[config.mk]
export PLATFORM = sky130hd
export DESIGN_NAME = rst_seq_dev_flat
export DESIGN_NICKNAME = d
export VERILOG_FILES = /design/src/common/rst_seq_pkg.sv /design/src/common/rst_seq_if.sv /design/src/rst_seq_dev.sv /design/src/flat_wrapper.sv
export VERILOG_INCLUDE_DIRS = /design/src /design/src/common
export SDC_FILE = /design/constraint.sdc
export NUM_CORES = 1
export LEC_CHECK = 0
export BUFFER_PORTS_ARGS = -buffer_cell sky130_fd_sc_hd__buf_4
export CAP_MARGIN = 20
export CORE_MARGIN = 2
export CORE_UTILIZATION = 53
export DETAILED_ROUTE_END_ITERATION = 10
export PLACE_DENSITY_LB_ADDON = 0.3
export SYNTH_ARGS = -nofsm -noshare
export SYNTH_HDL_FRONTEND = slang
export SYNTH_SLANG_ARGS = --single-unit
[constraint.sdc]
create_clock -name ref_clk_i -period 3.45 [get_ports ref_clk_i]
set_input_delay 0.345 -clock ref_clk_i [delete_from_list [all_inputs] [get_ports ref_clk_i]]
set_output_delay 0.345 -clock ref_clk_i [all_outputs]
set_load 0.02 [all_outputs]
[src/common/rst_seq_defines.svh]
// Timing constants and format codes for the display reset sequencer pair.
// Assumes a 125 MHz core clock on both ends.
// Contract
// - Low pulses under 5 us are ignored
// - Pulses over 10 us fully reset device
// - Pulses 5 to 10 us start reset
// - Reload stored settings after every reset release
// - Release within 5 ms when sleeping
// - Release within 120 ms when awake
// - Blank display during reset, then defaults
// - Short high glitch inside reset ignored
// - Host waits 5 ms before commands
// - Host waits 120 ms before wake command
// - Format codes 0E 1E 2E 3E
// - Host keeps lane rate within format limit (code only flags it on rate_ok_o)
`ifndef RST_SEQ_DEFINES_SVH
`define RST_SEQ_DEFINES_SVH
`define CLK_MHZ 125
`define REJECT_US 5
`define FULL_US 10
`define SLEEP_REL_MS 5
`define AWAKE_REL_MS 120
`define CMD_WAIT_MS 5
`define WAKE_WAIT_MS 120
`define GLITCH_NS 1000
`define REJECT_CYC (`REJECT_US * `CLK_MHZ)
`define FULL_CYC (`FULL_US * `CLK_MHZ)
`define GLITCH_CYC ((`GLITCH_NS * `CLK_MHZ) / 1000)
`define SLEEP_REL_CYC (`SLEEP_REL_MS * 1000 * `CLK_MHZ)
`define AWAKE_REL_CYC (`AWAKE_REL_MS * 1000 * `CLK_MHZ)
`define CMD_WAIT_CYC (`CMD_WAIT_MS * 1000 * `CLK_MHZ)
`define WAKE_WAIT_CYC (`WAKE_WAIT_MS * 1000 * `CLK_MHZ)
`define HOLD_CYC (`FULL_CYC + 2 * `GLITCH_CYC)
`define DT_565 8'h0E
`define DT_666P 8'h1E
`define DT_666L 8'h2E
`define DT_888 8'h3E
`define RATE_565_2L 16'h0236
`define RATE_565_3L 16'h01D2
`define RATE_565_4L 16'h016E
`define RATE_666_2L 16'h027D
`define RATE_666_3L 16'h020D
`define RATE_666_4L 16'h019C
`define RATE_24_2L 16'h0352
`define RATE_24_3L 16'h02BC
`define RATE_24_4L 16'h0226
`endif

[src/common/rst_seq_pkg.sv]
// Types shared by the reset sequencer ends.
// Used with rst_seq_defines.svh.
package rst_seq_pkg;
    typedef enum logic [1:0] {FMT_565, FMT_666P, FMT_666L, FMT_888} pix_fmt_t;
    typedef enum logic [1:0] {PULSE_NONE, PULSE_REJECT, PULSE_PARTIAL, PULSE_FULL} pulse_class_t;
endpackage

[src/common/rst_seq_if.sv]
// Link between host and display: the active-low reset line.
// The host drives it; the display only samples.
`timescale 1ns/10ps
`default_nettype none
interface rst_seq_if;
    logic hw_reset_n;
    modport host (output hw_reset_n);
    modport dev (input hw_reset_n);
endinterface
`default_nettype wire

[src/rst_seq_dev.sv]
// Display-side reset qualifier, blanking and settings reload sequencer.
// Assumes hw_reset_n is asynchronous to ref_clk_i; nvm reload handshake from user side.
`timescale 1ns/10ps
`default_nettype none
`include "rst_seq_defines.svh"
module rst_seq_dev
    import rst_seq_pkg::*;
#(
    parameter int unsigned SLEEP_REL_CYCLES = `SLEEP_REL_CYC,
    parameter int unsigned AWAKE_REL_CYCLES = `AWAKE_REL_CYC
) (
    // Clock, reset, enable
    input wire logic ref_clk_i,
    input wire logic reset_i,
    input wire logic clk_en_i,
    // Link
    rst_seq_if.dev link,
    // User side
    input wire logic sleep_out_i,
    input wire logic blank_done_i,
    input wire logic reload_done_i,
    output logic blank_o,
    output logic reload_start_o,
    output logic in_reset_o,
    output logic ready_o,
    output logic timeout_o,
    output pulse_class_t pulse_class_o
);
    typedef enum logic [2:0] {S_RUN, S_LOW, S_BLANK, S_WAIT_HI, S_RELOAD} state_t;
    state_t state;
    state_t next_state;
    logic sync1;
    logic sync2;
    logic [31:0] low_cnt;
    logic [31:0] hi_cnt;
    logic [31:0] rel_cnt;
    logic was_awake;
    wire line_low = ~sync2;
    // A high glitch shorter than this is absorbed into the pulse
    wire glitch_over = hi_cnt >= 32'(`GLITCH_CYC);
    wire qualified = low_cnt >= 32'(`REJECT_CYC);
    wire rel_limit = was_awake ? (rel_cnt >= AWAKE_REL_CYCLES) : (rel_cnt >= SLEEP_REL_CYCLES);

    always_ff @(posedge ref_clk_i or posedge reset_i) begin
        if (reset_i) begin
            sync1 <= 1'b1;
            sync2 <= 1'b1;
        end else if (clk_en_i) begin
            sync1 <= link.hw_reset_n;
            sync2 <= sync1;
        end
    end

    // Pulse width measurement, glitch tolerant once qualified
    always_ff @(posedge ref_clk_i or posedge reset_i) begin
        if (reset_i) begin
            low_cnt <= 32'h0000_0000;
            hi_cnt <= 32'h0000_0000;
        end else if (clk_en_i) begin
            if (line_low) begin
                hi_cnt <= 32'h0000_0000;
                if (low_cnt != 32'hFFFF_FFFF) begin
                    low_cnt <= low_cnt + 32'h0000_0001;
                end
            end else if (state == S_LOW && !glitch_over) begin
                hi_cnt <= hi_cnt + 32'h0000_0001;
            end else if (state != S_LOW) begin
                low_cnt <= 32'h0000_0000;
                hi_cnt <= 32'h0000_0000;
            end
        end
    end

    always_comb begin
        next_state = state;
        unique case (state)
            S_RUN: if (line_low && qualified) next_state = S_LOW;
            S_LOW: if (!line_low && glitch_over) next_state = S_BLANK;
            S_BLANK: if (!was_awake || blank_done_i || rel_limit) next_state = S_RELOAD;
            S_WAIT_HI: next_state = S_RELOAD;
            S_RELOAD: if (reload_done_i || rel_limit) next_state = S_RUN;
        endcase
        if (state != S_LOW && state != S_RUN && line_low && qualified) begin
            next_state = S_LOW;
        end
    end

    always_ff @(posedge ref_clk_i or posedge reset_i) begin
        if (reset_i) begin
            state <= S_RUN;
            was_awake <= 1'b0;
            rel_cnt <= 32'h0000_0000;
            blank_o <= 1'b0;
            reload_start_o <= 1'b0;
            in_reset_o <= 1'b0;
            ready_o <= 1'b0;
            timeout_o <= 1'b0;
            pulse_class_o <= PULSE_NONE;
        end else if (clk_en_i) begin
            state <= next_state;
            reload_start_o <= 1'b0;
            if (state == S_RUN && next_state == S_LOW) begin
                was_awake <= sleep_out_i;
                blank_o <= 1'b1;
                in_reset_o <= 1'b1;
                ready_o <= 1'b0;
                timeout_o <= 1'b0;
            end
            if (state == S_LOW && next_state == S_BLANK) begin
                rel_cnt <= 32'h0000_0000;
                // Full reset only past 10 us; shorter qualified pulses are partial
                pulse_class_o <= (low_cnt > 32'(`FULL_CYC)) ? PULSE_FULL : PULSE_PARTIAL;
            end else if (state != S_RUN) begin
                rel_cnt <= rel_cnt + 32'h0000_0001;
            end
            if (state == S_RUN && !line_low && low_cnt != 32'h0000_0000 && !qualified) begin
                pulse_class_o <= PULSE_REJECT;
            end
            if (next_state == S_RELOAD && state != S_RELOAD) begin
                reload_start_o <= 1'b1;
            end
            if (state == S_RELOAD && next_state == S_RUN) begin
                in_reset_o <= 1'b0;
                blank_o <= 1'b0;
                ready_o <= 1'b1;
                timeout_o <= rel_limit && !reload_done_i;
                was_awake <= 1'b0;
            end
        end
    end
endmodule
`default_nettype wire

[src/flat_wrapper.sv]
// flat-port wrapper written by rule: the top's interface ports become plain ports
module rst_seq_dev_flat import rst_seq_pkg::*;
#(
    parameter int unsigned SLEEP_REL_CYCLES = `SLEEP_REL_CYC,
    parameter int unsigned AWAKE_REL_CYCLES = `AWAKE_REL_CYC
)
  (ref_clk_i, reset_i, clk_en_i, sleep_out_i, blank_done_i, reload_done_i, blank_o, reload_start_o, in_reset_o, ready_o, timeout_o, pulse_class_o, link_hw_reset_n);
  rst_seq_if link_i ();
  input wire logic ref_clk_i;
  input wire logic reset_i;
  input wire logic clk_en_i;
  input wire logic sleep_out_i;
  input wire logic blank_done_i;
  input wire logic reload_done_i;
  output logic blank_o;
  output logic reload_start_o;
  output logic in_reset_o;
  output logic ready_o;
  output logic timeout_o;
  output pulse_class_t pulse_class_o;
  input wire logic [$bits(link_i.hw_reset_n)-1:0] link_hw_reset_n;
  assign link_i.hw_reset_n = link_hw_reset_n;
  rst_seq_dev #(.SLEEP_REL_CYCLES(SLEEP_REL_CYCLES), .AWAKE_REL_CYCLES(AWAKE_REL_CYCLES)) u_core (.ref_clk_i(ref_clk_i), .reset_i(reset_i), .clk_en_i(clk_en_i), .link(link_i), .sleep_out_i(sleep_out_i), .blank_done_i(blank_done_i), .reload_done_i(reload_done_i), .blank_o(blank_o), .reload_start_o(reload_start_o), .in_reset_o(in_reset_o), .ready_o(ready_o), .timeout_o(timeout_o), .pulse_class_o(pulse_class_o));
endmodule
# Word level (Yosys, flattened, before mapping)
# Index checks and enable logic that the tools add are counted.
# classes
magnitude_cmp	5
n_mux	26
reduce_logical	34
eq_ne	13
n_addsub	3
bitwise_logic	1
# ops
op	count
32-bit two-way mux	8
32-bit by 1-bit adder with 32-bit output, second input constant	3
32-bit by 10-bit >= comparator with 1-bit output, second input constant	1
32-bit by 20-bit >= comparator with 1-bit output, second input constant	1
32-bit by 24-bit >= comparator with 1-bit output, second input constant	1
32-bit by 7-bit >= comparator with 1-bit output, second input constant	1
32-bit by 11-bit > comparator with 1-bit output, second input constant	1
32-bit != test, second input constant	1
32-bit nonzero test	1
3-bit two-way mux	5
3-bit case mux with 5 select lines	1
1-bit logical AND	14
1-bit two-way mux	10
3-bit by 2-bit == test with 1-bit output, second input constant	3
2-bit AND reduction	4
2-bit nonzero test	4
3-bit by 1-bit == test with 1-bit output, second input constant	2
3-bit == test, second input constant	2
3-bit logical NOT	2
3-bit != test, second input constant	2
1-bit logical NOT	4
2-bit two-way mux	2
2-bit != test, second input constant	2
4-bit AND reduction	1
other kinds (4)	6
# totals
ff_bits	108

# Depth between registers and ports, before layout
# logic_depth
word_depth	10
ltp_mapped	9
mapped_depth_nobuf	7

# Least setup slack after synthesis
# OpenSTA, ideal clock, no wires.
# synth_path
path_type	reg2reg
startpoint	register u_core.low_cnt[0]
endpoint	register u_core.low_cnt[0]
arrival_ns	1.911
stages_incl_launch_ff	10
setup_slack_ns	1.421
setup_ns	0.118
path_cell_list	dfrtp_1 -> ha_1 -> nand3_1 -> or2_2 -> buf_2 -> o31ai_4 -> buf_4 -> buf_6 -> nor3_1 -> a21o_1
# synth_via
elab_chain_len	3
# synth_lines
element	line_no	text
from (decl)	rst_seq_dev.sv:34	logic [31:0] low_cnt;
from (signal assigned)	rst_seq_dev.sv:63	low_cnt <= low_cnt + 32'h0000_0001;
32-bit by 1-bit adder with 32-bit output / 32-bit != test (equally long branches)	rst_seq_dev.sv:63, rst_seq_dev.sv:62	
32-bit two-way mux / 2-bit nonzero test (equally long branches)	--	
32-bit two-way mux / 4-bit AND reduction (equally long branches)	--	
# Parallel ways exist; a longest one is shown, timed or not. The select of a mux whose other input is x is not followed.
# A chain may end at the register's enable or synchronous reset.

# Final worst setup path
# layout_path
startpoint	register u_core.low_cnt[1]
endpoint	register u_core.low_cnt[12]
# Same word-level chain as after synthesis.

==> flow_summary_export.csv <==
group,metric,value,unit
die,start_util,54.5,%
synth,synth-edff-count,0,
synth,synth_area_per_cell,9.34,um^2
synth,ys_ff_latch,108,
setup_path,cp.arrival,2750,ps
placed_design,port_buffers,13,
setup_path,crit_type,"flop to flop",
setup_path,crit_path_end_kind,"flop",
run,cap_violations,0,
route,drt_iter0_drc,286,
clock_network,clock-root-buffer,"clkbuf_8",
setup_path,cpMaxStageDelayCell,"o31ai_4",
global_route,grt_pass1_vias,4564,
global_route,grt_pass1_wl,22.4,mm
power,p_switching,0.746,mW
sta,period_minus_slack,2480,ps
die,die_area,0.0120,mm^2
synth,synthMuxAreaShare,0.699,%
outcome,outcome,"completed",
placed_design,globalplace.congestion,0.835,
clock_network,cts_max_level,3,
synth,synth_fa_ha_area_share,1.91,%
placed_design,post_dp_cell_area,0.00606,mm^2
power,clockPowerShare,33.2,%
finish,final_cell_area,0.00629,mm^2
clock_network,hold_buffers,0,
synth,ys_types,68,
sta,fmax,0.403,GHz
sta,tightestPinTransition,829,ps
placed_design,hpwl,8.95,mm
clock_network,path_clk_slew,100,ps
min_path,hold_class,"primary input to asynchronous set/reset pin",
sta,slew_headroom,44.8,%
route,ant_nets,0,
clock_network,cts_tree,"done",
synth,synthArstFlopShare,100,%
route,avgViaCountPerCell,6.33,
finish,fin_util,58.1,%
route,first_pass_iters,5,
synth,yosysWarnings,0,
synth,synth_top_family_by_area,"simple AND/OR/NAND/NOR gates",
clock_network,cts_setup_buffers,0,
sta,holdWs,101,ps
clock_network,cts_sinks,108,
finish,diodes,0,
die,die_w,110,um
setup_path,required,3720,ps
sta,setup_viol,0,
power,worst_ir_drop_vdd,0.000334,V
sta,rsz0062_at_grt,"no",
power,p_sw_share,28.0,%
route,vias,4879,
synth,synth_xor_xnor_area_share,3.86,%
power,p_int,1.92,mW
clock_network,worstSkewPairLatency,390,ps
synth,synthesis.area,0.00590,mm^2
finish,area_delta_synth_final,6.63,%
synth,ys.flop_type,"dfrtp_1",
clock_network,cts-resized-gates,0,
die,dieHeight,110,um
setup_path,worstPathMaxFanout,22,
sta,drv_slew,0,
route,post-route-drc-count,0,
global_route,groute.usage.overall,23.9,%
placed_design,pre_cts_ws,1040,ps
die,rows,38,
sta,min_period_over_period,71.9,%
finish,nFillCells,947,
sta,fin_tns_setup,0,ps
power,leakage,2.65,nW
finish,final_cell_mix,"dfrtp_1, nand2_1, nor2_1, nand3_1, o21ai_0",
clock_network,cts_max_path_buffers,2,
global_route,grt_max_degree,64,
setup_path,cp-start-kind,"flop",
setup_path,critPathMaxStageDelay,700,ps
die,ios,14,
power,combinationalPowerShare,12.6,%
route,drt-total-wl,13.0,mm
power,p_per_area,424,mW/mm^2
route,wl_per_cell,16.9,um
sta,setup_ws,968,ps
synth,synth-seq-area-share,45.8,%
power,pwr-share-seq,54.3,%
finish,layout_commonest_cell,"dfrtp_1",
finish,drive_above_1_share,8.72,%
sta,clock_skew,10.7,ps
die,coreArea,0.0108,mm^2
global_route,grt_remaining_overflow,0,
clock_network,numCtsBuffers,9,
synth,syn_nets,648,
global_route,antenna_found_initial,0,
synth,syn_inst,632,
finish,final_nets,642,
synth,synthSimpleGateAreaFrac,29.0,%
synth,synth_compound_area_share,14.4,%
sta,hold_viol,0,
setup_path,path_cells,"ha_1, nand3_1, or2_2, o31ai_4, o21ai_0, o41ai_1",
cells by family (layout without fill, tap and decap cells):
family | count (synthesis) | in the layout
xor gates and xnor gates | 26 | 26
buffers and inverters | 56 | 55
AOI/OAI and AO/OA | 122 | 122
adders and majority gates | 9 | 9
and+or+nand+nor | 307 | 307
DFF | 108 | 108
muxes | 4 | 4
power groups by stage:
stage	registers (mW)	logic, mW	clock network (mW)
6_report	1.45	0.335	0.885
5_1_grt	1.47	0.385	0.956
4_1_cts	1.45	0.337	0.912
3_5_place_dp	1.47	0.335	0
3_3_place_gp	1.46	0.322	0
2_1_floorplan	1.45	0.245	0
path summary, 6_finish.rpt:
| check | end | cells after the start | startpoint | slack, ps |
|---|---|---|---|---|
| worst max-delay path | u_core.low_cnt[12] | 6 | u_core.low_cnt[1] | 970 |
| worst min-delay path | u_core.hi_cnt[27] | 2 | reset_i | 100 |
| worst max register to register | u_core.low_cnt[12] | 6 | u_core.low_cnt[1] | 970 |
| worst min register to register | u_core.sync2 | 2 | u_core.sync1 | 490 |
| max in group asynchronous | u_core.sync1 | 3 | reset_i | 2450 |
| min in group ref_clk_i | u_core.sync1 | 2 | link_hw_reset_n | 210 |
cell type report:
class,count,area (um^2),share of cell area (%)
multi-input combinational,468,2950,46.9
clock buffer,11,151,2.41
clock inverter,5,83.8,1.33
tap,140,175,2.78
sequential,108,2710,43.0
inverter,18,70.1,1.11
timing repair buffer,21,158,2.50
state kept, by name, summed over array words and instances, names as in the netlist, 2 cells and up:
register,cells
u_core.pulse_class_o,2
u_core.low_cnt,32
u_core.rel_cnt,32
u_core.state,3
u_core.hi_cnt,32
critical path: cells and delay by family, from the launching register on:
family | cells | cell delay (ps)
AOI/OAI and AO/OA | 3 | 1040
and+or+nand+nor | 2 | 610
DFF | 1 | 460
adders and majority gates | 1 | 230
routing by layer:
metal | vias up | GRT usage (%) | share of wire (%)
met2 | 128 | 36.5 | 46
met4 | 0 | 9.22 | 1.8
met3 | 15 | 4.27 | 5.2
met1 | 2410 | 34.0 | 47
met5 | - | 0 | 0
li1 | 2326 | - | -
cell usage after synthesis (10+ instances only):
master    number  area share (%)
and2_1        28             3.0
or4_1         20             2.5
nor2_1        47             3.0
buf_2         13             1.1
xor2_1        10             1.5
nor3_1        17             1.4
a21oi_1       28             2.4
nand2_1       55             3.5
nand3_1       37             3.1
inv_1         17             1.1
nand4_1       25             2.6
nor4_1        19             2.0
clkbuf_1      17             1.1
and3_1        11             1.2
dfrtp_1      106              45
or3_1         14             1.5
o21ai_0       29             2.5
and4_1        14             2.1
xnor2_1       16             2.4
per-stage QoR:
stage                     power, mW  cells
final                          2.67    771
after global routing           2.81    771
after CTS                      2.70    771
after detailed placement       1.81    755
after global placement         1.79    755
after floorplan                1.70    632
Power figures use the tool's default switching activity.
